<file path="src/pkg/ppgtnf_pkg.sv">
// How it works
// - Mode field 011 selects pulse mode; clock-select field picks the counter tick.
// - Idle and initial pulse level equals the output-level bit.
// - Run bit starts counting; mode, overflow enable and level bit lock while running.
// - Toggle match drives the pulse to the inverse of the output-level bit.
// - Period match restores the output-level bit's level and pulses the interrupt request.
// - One-shot repeat setting clears the run bit at the period match.
// - Continuous repeat setting clears the counter at the period match and runs on.
// - Whenever the run bit falls the pulse returns to the output-level bit.
// - Repeat bit stays writable while running, judged at each period match.
// - Double-buffered running writes take effect only at the period match.
// - Unbuffered running writes act at once; a passed value makes the counter wrap.
// - Low-byte writes go to an 8-bit stage; high-byte write moves both bytes.
// - Compare reads return the buffered last-written value.
// - Writes while stopped load both buffer and active compare value.
// - Filter output changes after three consecutive identical samples.
// - Any nonzero filter setting runs the filter regardless of the run bit.
// - Filter field writes are ignored while the run bit is 1.
// - Filter setting 01, 10, 11 samples every 2, 4, 256 clocks.
// - Slow mode: setting 11 samples at low clock over two; 01 and 10 block input.
package ppgtnf_pkg;

  localparam int ADDR_W = 8;
  localparam int DATA_W = 32;
  localparam int CNT_W  = 16;
  localparam int PRE_W  = 11;

  localparam logic [ADDR_W-1:0] OFS_MODE    = 8'h00;
  localparam logic [ADDR_W-1:0] OFS_CTRL    = 8'h04;
  localparam logic [ADDR_W-1:0] OFS_PER_LO  = 8'h08;
  localparam logic [ADDR_W-1:0] OFS_PER_HI  = 8'h0C;
  localparam logic [ADDR_W-1:0] OFS_TOG_LO  = 8'h10;
  localparam logic [ADDR_W-1:0] OFS_TOG_HI  = 8'h14;
  localparam logic [ADDR_W-1:0] OFS_COUNT   = 8'h18;
  localparam logic [ADDR_W-1:0] OFS_STATUS  = 8'h1C;

  localparam int MODE_OP_LSB = 0;
  localparam int MODE_CK_LSB = 3;
  localparam logic [2:0] OP_PPG    = 3'h3;
  localparam logic [5:0] MODE_RST  = 6'h00;

  localparam int CTRL_RUN   = 0;
  localparam int CTRL_REP   = 1;
  localparam int CTRL_LVL   = 2;
  localparam int CTRL_OVFE  = 3;
  localparam int CTRL_DBUF  = 4;
  localparam int CTRL_NF_LSB = 5;
  localparam logic [6:0] CTRL_RST = 7'h00;

  localparam int STAT_PULSE = 0;
  localparam int STAT_FILT  = 1;

  localparam logic [1:0] NF_OFF = 2'h0;
  localparam logic [1:0] NF_2   = 2'h1;
  localparam logic [1:0] NF_4   = 2'h2;
  localparam logic [1:0] NF_256 = 2'h3;
  localparam logic [3:0] NF_LG_2   = 4'h1;
  localparam logic [3:0] NF_LG_4   = 4'h2;
  localparam logic [3:0] NF_LG_256 = 4'h8;
  localparam logic [3:0] NF_LG_LF  = 4'h1;
  localparam logic [15:0] CNT_ZERO = 16'h0000;

  typedef struct packed {
    logic [ADDR_W-1:0] paddr;
    logic              pwrite;
    logic [DATA_W-1:0] pwdata;
    logic              psel;
    logic              penable;
  } ppgtnf_apb_req_t;

  typedef struct packed {
    logic [DATA_W-1:0] prdata;
    logic              pready;
    logic              pslverr;
  } ppgtnf_apb_rsp_t;

  // Divider exponent for each clock-select code, gear clock
  function automatic logic [3:0] ck_lg_fast(input logic [2:0] sel);
    case (sel)
      3'h0: ck_lg_fast = 4'hB;
      3'h1: ck_lg_fast = 4'hA;
      3'h2: ck_lg_fast = 4'h8;
      3'h3: ck_lg_fast = 4'h6;
      3'h4: ck_lg_fast = 4'h4;
      3'h5: ck_lg_fast = 4'h2;
      3'h6: ck_lg_fast = 4'h1;
      default: ck_lg_fast = 4'h0;
    endcase
  endfunction : ck_lg_fast

  // Exponent on the low-frequency clock; codes without one give no tick
  function automatic logic [3:0] ck_lg_slow(input logic [2:0] sel);
    case (sel)
      3'h0: ck_lg_slow = 4'h4;
      3'h1: ck_lg_slow = 4'h3;
      default: ck_lg_slow = 4'h2;
    endcase
  endfunction : ck_lg_slow

endpackage : ppgtnf_pkg

</file>
<file path="src/ppgtnf_top.sv">
// Design decisions made here: the APB interface to the registers and the register addresses.
`timescale 1ns/1ps
`default_nettype none
module ppgtnf_top (
  input  wire logic                        clk,
  input  wire logic                        rst,
  input  wire ppgtnf_pkg::ppgtnf_apb_req_t apb_req,
  output ppgtnf_pkg::ppgtnf_apb_rsp_t      apb_rsp,
  input  wire logic                        slow_mode,
  input  wire logic                        low_freq_clock_tick,
  input  wire logic                        timer_input_pin,
  output logic                             pulse_output_pin,
  output logic                             timer_interrupt_request,
  output logic                             filtered_input
);

  // Shared prescaler decode: true once every 2**lg counts
  function automatic logic div_tick(input logic [ppgtnf_pkg::PRE_W-1:0] d,
                                    input logic [3:0] lg);
    logic [ppgtnf_pkg::PRE_W:0] m;
    m = (12'h001 << lg) - 12'h001;
    div_tick = (d & m[ppgtnf_pkg::PRE_W-1:0]) == m[ppgtnf_pkg::PRE_W-1:0];
  endfunction : div_tick

  logic [ppgtnf_pkg::PRE_W-1:0] pre_q;
  logic [3:0]                   lf_q;
  logic [5:0]                   mode_q;
  logic                         run_q;
  logic                         rep_q;
  logic                         lvl_q;
  logic                         ovfe_q;
  logic                         dbuf_q;
  logic [1:0]                   nf_q;
  logic [7:0]                   stage_q;
  logic [15:0]                  per_buf_q;
  logic [15:0]                  per_act_q;
  logic [15:0]                  tog_buf_q;
  logic [15:0]                  tog_act_q;
  logic [15:0]                  cnt_q;
  logic                         pulse_q;
  logic                         irq_q;
  logic [1:0]                   samp_q;
  logic                         filt_q;
  logic [31:0]                  prdata_q;

  // Bus decode
  wire [7:0]  addr      = apb_req.paddr;
  wire [31:0] wdata     = apb_req.pwdata;
  wire        setup     = apb_req.psel & ~apb_req.penable;
  wire        access    = apb_req.psel & apb_req.penable;
  wire        wr        = access & apb_req.pwrite;
  wire        hit_mode  = addr == ppgtnf_pkg::OFS_MODE;
  wire        hit_ctrl  = addr == ppgtnf_pkg::OFS_CTRL;
  wire        hit_plo   = addr == ppgtnf_pkg::OFS_PER_LO;
  wire        hit_phi   = addr == ppgtnf_pkg::OFS_PER_HI;
  wire        hit_tlo   = addr == ppgtnf_pkg::OFS_TOG_LO;
  wire        hit_thi   = addr == ppgtnf_pkg::OFS_TOG_HI;
  wire        hit_cnt   = addr == ppgtnf_pkg::OFS_COUNT;
  wire        hit_stat  = addr == ppgtnf_pkg::OFS_STATUS;
  wire        addr_ok   = hit_mode | hit_ctrl | hit_plo | hit_phi | hit_tlo | hit_thi
                          | hit_cnt | hit_stat;
  wire        wr_mode   = wr & hit_mode;
  wire        wr_ctrl   = wr & hit_ctrl;
  wire        wr_lo     = wr & (hit_plo | hit_tlo);
  wire        wr_phi    = wr & hit_phi;
  wire        wr_thi    = wr & hit_thi;
  wire [15:0] wr_val    = {wdata[7:0], stage_q};
  wire        sw_run    = wdata[ppgtnf_pkg::CTRL_RUN];

  // Source tick selection
  wire [2:0]  op_sel    = mode_q[ppgtnf_pkg::MODE_OP_LSB +: 3];
  wire [2:0]  ck_sel    = mode_q[ppgtnf_pkg::MODE_CK_LSB +: 3];
  wire        running   = run_q & (op_sel == ppgtnf_pkg::OP_PPG);
  wire        slow_ck_ok = (ck_sel == 3'h0) | (ck_sel == 3'h1) | (ck_sel == 3'h7);
  localparam int PRE_WL = ppgtnf_pkg::PRE_W;
  wire [PRE_WL-1:0] lf_ext = {{(PRE_WL-4){1'b0}}, lf_q};
  wire        fast_tick = div_tick(pre_q, ppgtnf_pkg::ck_lg_fast(ck_sel));
  wire        slow_tick = slow_ck_ok & low_freq_clock_tick
                          & div_tick(lf_ext, ppgtnf_pkg::ck_lg_slow(ck_sel));
  wire        src_tick  = slow_mode ? slow_tick : fast_tick;

  // Compare events
  wire        per_match = cnt_q == per_act_q;
  wire        tog_match = cnt_q == tog_act_q;
  wire        ev_per    = running & src_tick & per_match;
  wire        ev_tog    = running & src_tick & tog_match & ~per_match;
  wire        hold      = run_q & dbuf_q;

  // Noise filter sample timing
  wire        nf_on     = nf_q != ppgtnf_pkg::NF_OFF;
  wire        nf_block  = slow_mode & (nf_q == ppgtnf_pkg::NF_2 | nf_q == ppgtnf_pkg::NF_4);
  wire [3:0]  nf_lg     = (nf_q == ppgtnf_pkg::NF_2) ? ppgtnf_pkg::NF_LG_2 :
                          (nf_q == ppgtnf_pkg::NF_4) ? ppgtnf_pkg::NF_LG_4 :
                                                       ppgtnf_pkg::NF_LG_256;
  wire        samp_tick = slow_mode
                          ? (low_freq_clock_tick & div_tick(lf_ext, ppgtnf_pkg::NF_LG_LF))
                          : div_tick(pre_q, nf_lg);
  wire        three_eq  = (timer_input_pin == samp_q[0]) & (samp_q[0] == samp_q[1]);

  // Free-running dividers
  always_ff @(posedge clk) begin
    if (rst) begin
      pre_q <= '0;
      lf_q  <= '0;
    end else begin
      pre_q <= pre_q + 11'h001;
      if (low_freq_clock_tick) begin
        lf_q <= lf_q + 4'h1;
      end
    end
  end

  // Mode and control bits
  always_ff @(posedge clk) begin
    if (rst) begin
      mode_q <= ppgtnf_pkg::MODE_RST;
      {nf_q, dbuf_q, ovfe_q, lvl_q, rep_q, run_q} <= ppgtnf_pkg::CTRL_RST;
    end else begin
      if (wr_mode && !run_q) begin
        mode_q <= wdata[5:0];
      end
      if (wr_ctrl) begin
        rep_q  <= wdata[ppgtnf_pkg::CTRL_REP];
        dbuf_q <= wdata[ppgtnf_pkg::CTRL_DBUF];
        if (!run_q) begin
          lvl_q  <= wdata[ppgtnf_pkg::CTRL_LVL];
          ovfe_q <= wdata[ppgtnf_pkg::CTRL_OVFE];
          nf_q   <= wdata[ppgtnf_pkg::CTRL_NF_LSB +: 2];
        end
      end
      // Software start beats a same-cycle auto-stop
      if (wr_ctrl) begin
        run_q <= sw_run;
      end else if (ev_per && rep_q) begin
        run_q <= 1'b0;
      end
    end
  end

  // Staging byte and compare registers
  always_ff @(posedge clk) begin
    if (rst) begin
      stage_q   <= '0;
      per_buf_q <= '0;
      per_act_q <= '0;
      tog_buf_q <= '0;
      tog_act_q <= '0;
    end else begin
      if (wr_lo) begin
        stage_q <= wdata[7:0];
      end
      if (ev_per && dbuf_q) begin
        per_act_q <= per_buf_q;
        tog_act_q <= tog_buf_q;
      end
      if (wr_phi) begin
        per_buf_q <= wr_val;
        if (!hold) begin
          per_act_q <= wr_val;
        end
      end
      if (wr_thi) begin
        tog_buf_q <= wr_val;
        if (!hold) begin
          tog_act_q <= wr_val;
        end
      end
    end
  end

  // Counter; a passed compare value is reached only after wrap
  always_ff @(posedge clk) begin
    if (rst) begin
      cnt_q <= ppgtnf_pkg::CNT_ZERO;
    end else if (!running) begin
      cnt_q <= ppgtnf_pkg::CNT_ZERO;
    end else if (src_tick) begin
      cnt_q <= per_match ? ppgtnf_pkg::CNT_ZERO : cnt_q + 16'h0001;
    end
  end

  // Pulse output and interrupt request
  always_ff @(posedge clk) begin
    if (rst) begin
      pulse_q <= 1'b0;
      irq_q   <= 1'b0;
    end else begin
      irq_q <= ev_per;
      if (!running || ev_per) begin
        pulse_q <= lvl_q;
      end else if (ev_tog) begin
        pulse_q <= ~lvl_q;
      end
    end
  end

  // Noise canceller, runs whatever the run bit says
  always_ff @(posedge clk) begin
    if (rst) begin
      samp_q <= '0;
      filt_q <= 1'b0;
    end else if (!nf_on) begin
      samp_q <= {2{timer_input_pin}};
      filt_q <= timer_input_pin;
    end else if (nf_block) begin
      filt_q <= 1'b0;
    end else if (samp_tick) begin
      samp_q <= {samp_q[0], timer_input_pin};
      if (three_eq) begin
        filt_q <= timer_input_pin;
      end
    end
  end

  // Read data captured in setup so the access phase needs no wait
  wire [31:0] rd_mux =
    hit_mode ? {26'h0, mode_q} :
    hit_ctrl ? {25'h0, nf_q, dbuf_q, ovfe_q, lvl_q, rep_q, run_q} :
    hit_plo  ? {24'h0, per_buf_q[7:0]} :
    hit_phi  ? {24'h0, per_buf_q[15:8]} :
    hit_tlo  ? {24'h0, tog_buf_q[7:0]} :
    hit_thi  ? {24'h0, tog_buf_q[15:8]} :
    hit_cnt  ? {16'h0, cnt_q} :
    hit_stat ? {30'h0, filt_q, pulse_q} : 32'h0;

  always_ff @(posedge clk) begin
    if (rst) begin
      prdata_q <= '0;
    end else if (setup) begin
      prdata_q <= rd_mux;
    end
  end

  assign apb_rsp.prdata          = prdata_q;
  assign apb_rsp.pready          = 1'b1;
  assign apb_rsp.pslverr         = access & ~addr_ok;
  assign pulse_output_pin        = pulse_q;
  assign timer_interrupt_request = irq_q;
  assign filtered_input          = filt_q;
endmodule : ppgtnf_top
`default_nettype wire

</file>
<file path="config.mk">
export PLATFORM = sky130hd
export DESIGN_NAME = ppgtnf_top
export DESIGN_NICKNAME = d
export VERILOG_FILES = /design/src/pkg/ppgtnf_pkg.sv /design/src/ppgtnf_top.sv
export SDC_FILE = /design/constraint.sdc
export NUM_CORES = 1
export LEC_CHECK = 0
export CAP_MARGIN = 20
export CORE_MARGIN = 10
export CORE_UTILIZATION = 44
export DETAILED_ROUTE_END_ITERATION = 10
export DONT_BUFFER_PORTS = 1
export GPL_TIMING_DRIVEN = 0
export HOLD_SLACK_MARGIN = 0.15
export REMOVE_ABC_BUFFERS = 1
export SLEW_MARGIN = 20
export SYNTH_ARGS = -nofsm -noshare
export SYNTH_HDL_FRONTEND = slang
export SYNTH_SLANG_ARGS = --single-unit
</file>
<file path="constraint.sdc">
create_clock -name clk -period 3.45 [get_ports clk]
set_input_delay 1.035 -clock clk [delete_from_list [all_inputs] [get_ports clk]]
set_output_delay 1.035 -clock clk [all_outputs]
set_load 0.01 [all_outputs]
</file>
Word level (Yosys, flattened, before mapping) --
Index checks and enable logic that the tools add are counted.
Operators by class: multiplexer cells 32, bitwise operators 40, reduce and logical (&&, ||, !) cells 15, add/subtract/negate cells 6, shifts and indexed selects 3, eq/ne operators 28
Operators by type and width (count):
- $mux 16 | 14
- $eq 11x11->1 | 3
- $sub 11x1->11 const B | 3
- $eq 16x16->1 | 2
- $eq 8x5->1 const B | 4
- $pmux 4 s7 | 1
- $and 11x11->11 | 2
- $shl 1x4->11 const A | 2
- $and 1x1->1 | 20
- $add 16x1->16 const B | 1
- $eq 8x4->1 const B | 2
- $eq 3x3->1 const B | 4
- $add 11x1->11 const B | 1
- $and 4x11->11 | 1
- $or 1x1->1 | 11
- $shl 1x3->11 const A | 1
- $mux 1 | 10
- $eq 3x2->1 const B | 3
- $eq 8x3->1 const B | 1
- $logic_not 8->1 | 1
- $mux 2 | 4
- $mux 4 | 2
- $ne 3x1->1 const B | 2
- $not 1->1 | 6
- other kinds (15) | 23
Word-level totals: flip-flop bits (word level) 153

Depth between registers and ports, before layout --
word-level depth 14, depth in mapped cells 11

Worst setup path before layout --
Ideal clock, no wire load.
path type input-to-reg, start input apb_req[42] in the netlist's numbering, end register per_act_q[10], slack 0.575 ns, library setup time 0.095 ns, stages 9, path buffers 3, arrival time 2.779 ns, path through nor4_2 nor3b_2 and3_1 buf_2 and2_1 buf_2 nand2_1 clkbuf_1 a221oi_1
On the way: cells in the longest elaborated chain, start to end 3
Ends and longest elaborated chain:
- start: declaration | RTL line ppgtnf_top.sv:7 | input wire ppgtnf_pkg::ppgtnf_apb_req_t apb_req,
- $eq 8x4->1 | RTL line ppgtnf_top.sv:55 | wire hit_phi = addr == ppgtnf_pkg::OFS_PER_HI;
- $and 1x1->1 | RTL line ppgtnf_top.sv:65 | wire wr_phi = wr & hit_phi;
- $mux 16 | RTL line ppgtnf_top.sv:156 | if (wr_phi) begin
- end signal: assignment | RTL line ppgtnf_top.sv:153 | per_act_q <= per_buf_q;
- end signal: assignment | RTL line ppgtnf_top.sv:159 | per_act_q <= wr_val;
- end: declaration | RTL line ppgtnf_top.sv:36 | logic [15:0] per_act_q;
No other way between the ends. A chain may end at the register's enable or synchronous reset.

Worst setup path after layout --
start input apb_req[42] in the netlist's numbering, end register tog_act_q[10]
On the way: cells in the longest elaborated chain, start to end 3
Ends and longest elaborated chain:
- $eq 8x5->1 | RTL line ppgtnf_top.sv:57 | wire hit_thi = addr == ppgtnf_pkg::OFS_TOG_HI;
- $and 1x1->1 | RTL line ppgtnf_top.sv:66 | wire wr_thi = wr & hit_thi;
- $mux 16 | RTL line ppgtnf_top.sv:162 | if (wr_thi) begin
- end signal: assignment | RTL line ppgtnf_top.sv:154 | tog_act_q <= tog_buf_q;
- end signal: assignment | RTL line ppgtnf_top.sv:165 | tog_act_q <= wr_val;
- end: declaration | RTL line ppgtnf_top.sv:38 | logic [15:0] tog_act_q;
No other way between the ends.

==> out/results.ini <==
[final_layout]
final_common_cell=dfxtp_1
drive_above_1_share_pct=7.919
fillers=1405
fin_util_pct=48.80
syn_to_final_growth_pct=9.856
layout_common_cells=dfxtp_1 (136), nor2_1 (123), mux2i_1 (59), a21oi_1 (34), xor2_1 (31)
diodes=0
nNetsFinal=789

[critical_path]
r2r_start=mode_q[3]
setup.worst_path.end_class=register
crit_start=apb_req[42]
r2r_setup_slack_ps=290
required_ps=3780
start_kind=primary input
worstPathArrival_ps=3590
crit_type=primary input to register
cp_max_fo=16
r2r_end=tog_act_q[5]
r2r_cells=11

[routing]
viasPerCell=6.066
finalWirelength_um=19030
drc=0
routedWlPerCell_um=20.40
final_antenna_net_count=0
firstDrtPassIters=5
num_vias=5660
first_iter_violations=683

[synthesis]
synth_edf_count=0
yosys_warnings=0
synth_top_flop_cell=dfxtp_1
syn_inst=764
synth_seq_cells=137
synth_cell_types=59
netlist_area_um2=6703
synthArstFlopShare_pct=0
avgSynthCellArea_um2=8.773
yosysSeqAreaShare_pct=40.92

[timing]
fin_ws_ps=191.1
fin_crit_ps=3259
setup_viol=0
max_freq_ghz=0.3068
hold_viol=0
rsz0062_at_grt=no
fin_skew_ps=7.755
layout_worst_path_cycle_share_pct=94.46
worst_pin_slew_ps=971.5
slew_headroom_pct=34.73
slew_viol_final=0

[min_path]
min_from=ovfe_q
worstHoldPathType=register to register
hold_depth=2
min_to=ovfe_q

[global_routing]
grt_overflow_total=0
grt_max_degree=121
grt_usage_pct=18.56
grt_pass1_wl_um=29570
antenna_found_initial=0
grt_pass1_vias=5332

[floorplanning]
rows=45
ios=85
die_area_um2=20570
start_util_pct=44.42
die_h_um=143.4
core_um2=15090
fp.dieW_um=143.4

[clock_tree]
clock_sinks=137
ctsLongestPathBuffers=2
cts_buffers=17
clock_latency_ps=430
ctsHtreeMaxLevel=4
cts-root-buf=clkbuf_16
cts_tree=built
cts_hold_buf=0
clkTransAtPathRegs_ps=60

[placed_design]
place_ws_ps=-858.3
place_hpwl_um=13150
place.port_buffers=0
routabilityCongestion=0.9060

[power]
cellLeakagePower_uw=0.003002
finalPower_uw=3538
power.density_nw_per_um2=480.5
peakVddDrop_mv=0.3532

[outcome]
status=complete, no violations

[flow_run]
max_cap_viol_count=0

## repair_timing
action	in CTS	in global routing
endpoints found under the setup margin	46	48
pin swaps	1	2
setup buffers	0	3
endpoints found under the hold margin	0	0
resized for setup	2	2
## worst max-delay path, stage by stage
cell,delay (ps)
nor4_2,340
nand3b_1,370
nor2_2,760
nand2_1,660
a221oi_1,410
## routing by layer
metal	up-vias	GRT usage, %	wire length, um
met5	-	0	0
met4	0	6.341	363
met3	29	5.908	1878
met2	227	29.11	8583
met1	2748	23.51	8205
li1	2656	-	-
## where the power goes
part / internal, uW / switching [uW] / total, uW
clock: 1170 / 708 / 1880
sequential: 1590 / 12.7 / 1600
combinational: 23.2 / 33.2 / 56.4
total: 2780 / 754 / 3540
## cells in the mapped netlist, types with 10 or more instances
master / number / area share, %
o211ai_1: 10 / 1.1
and3_1: 10 / 0.93
dfxtp_1: 137 / 41
clkbuf_1: 37 / 2.1
xor2_1: 31 / 4.1
nor3_1: 29 / 2.2
nor2_1: 124 / 6.9
a21oi_1: 35 / 2.6
a22oi_1: 24 / 2.7
nand3_1: 19 / 1.4
a221oi_1: 29 / 3.8
o21ai_0: 19 / 1.4
mux2i_1: 59 / 8.8
nand2_1: 29 / 1.6
buf_4: 22 / 2.5
xnor2_1: 20 / 2.6
inv_1: 10 / 0.56
## flip-flops by register name, summed over array words and instances (netlist names), 8 cells and up
signal	count
cnt_q	16
per_act_q	16
per_buf_q	16
prdata_q	16
tog_act_q	16
tog_buf_q	16
pre_q	11
stage_q	8
## final cells by class
type / instances / area (um2) / area share, %
Clock buffer: 20 / 456.7 / 6.202
Clock inverter: 12 / 148.9 / 2.022
Inverter: 10 / 37.54 / 0.5098
Multi-Input combinational cell: 560 / 3656 / 49.65
Sequential cell: 137 / 2744 / 37.26
Tap cell: 188 / 235.2 / 3.195
Timing Repair Buffer: 6 / 85.08 / 1.155
## cell families after synthesis
logic type	Yosys count	share of synthesized area [%]
AND/OR/NAND/NOR	267	19.15
AO/OA/AOI/OAI	153	15.89
flip-flops	137	40.92
buffers and inverters	82	6.123
multiplexers	62	9.315
XOR/XNOR	51	6.664
adder cells (fa/ha/maj)	10	1.829
other	2	0.1120
## worst max path at each step
stage | end | slack (ps) | cells past startpoint
CTS | per_act_q[0] | 20 | 10
global route | tog_act_q[14] | 3 | 5
detailed placement | per_act_q[15] | -860 | 6
floorplan | per_act_q[0] | -90 | 6
global placement | tog_act_q[14] | -1000 | 9
finish | tog_act_q[10] | 190 | 5
## stage by stage
stage / TNS [ps] / hold WS, ps / instance area (um2) / std cells
floorplan: -2725 / 438.2 / 6386 / 707
global placement: -41940 / 460.8 / 6621 / 895
detailed placement: -15030 / 467.6 / 6718 / 898
CTS: 0 / 476.4 / 7327 / 930
global route: 0 / 510.6 / 7363 / 933
finish: 0 / 485.4 / 7363 / 933
(Power assumes the default switching activity.)
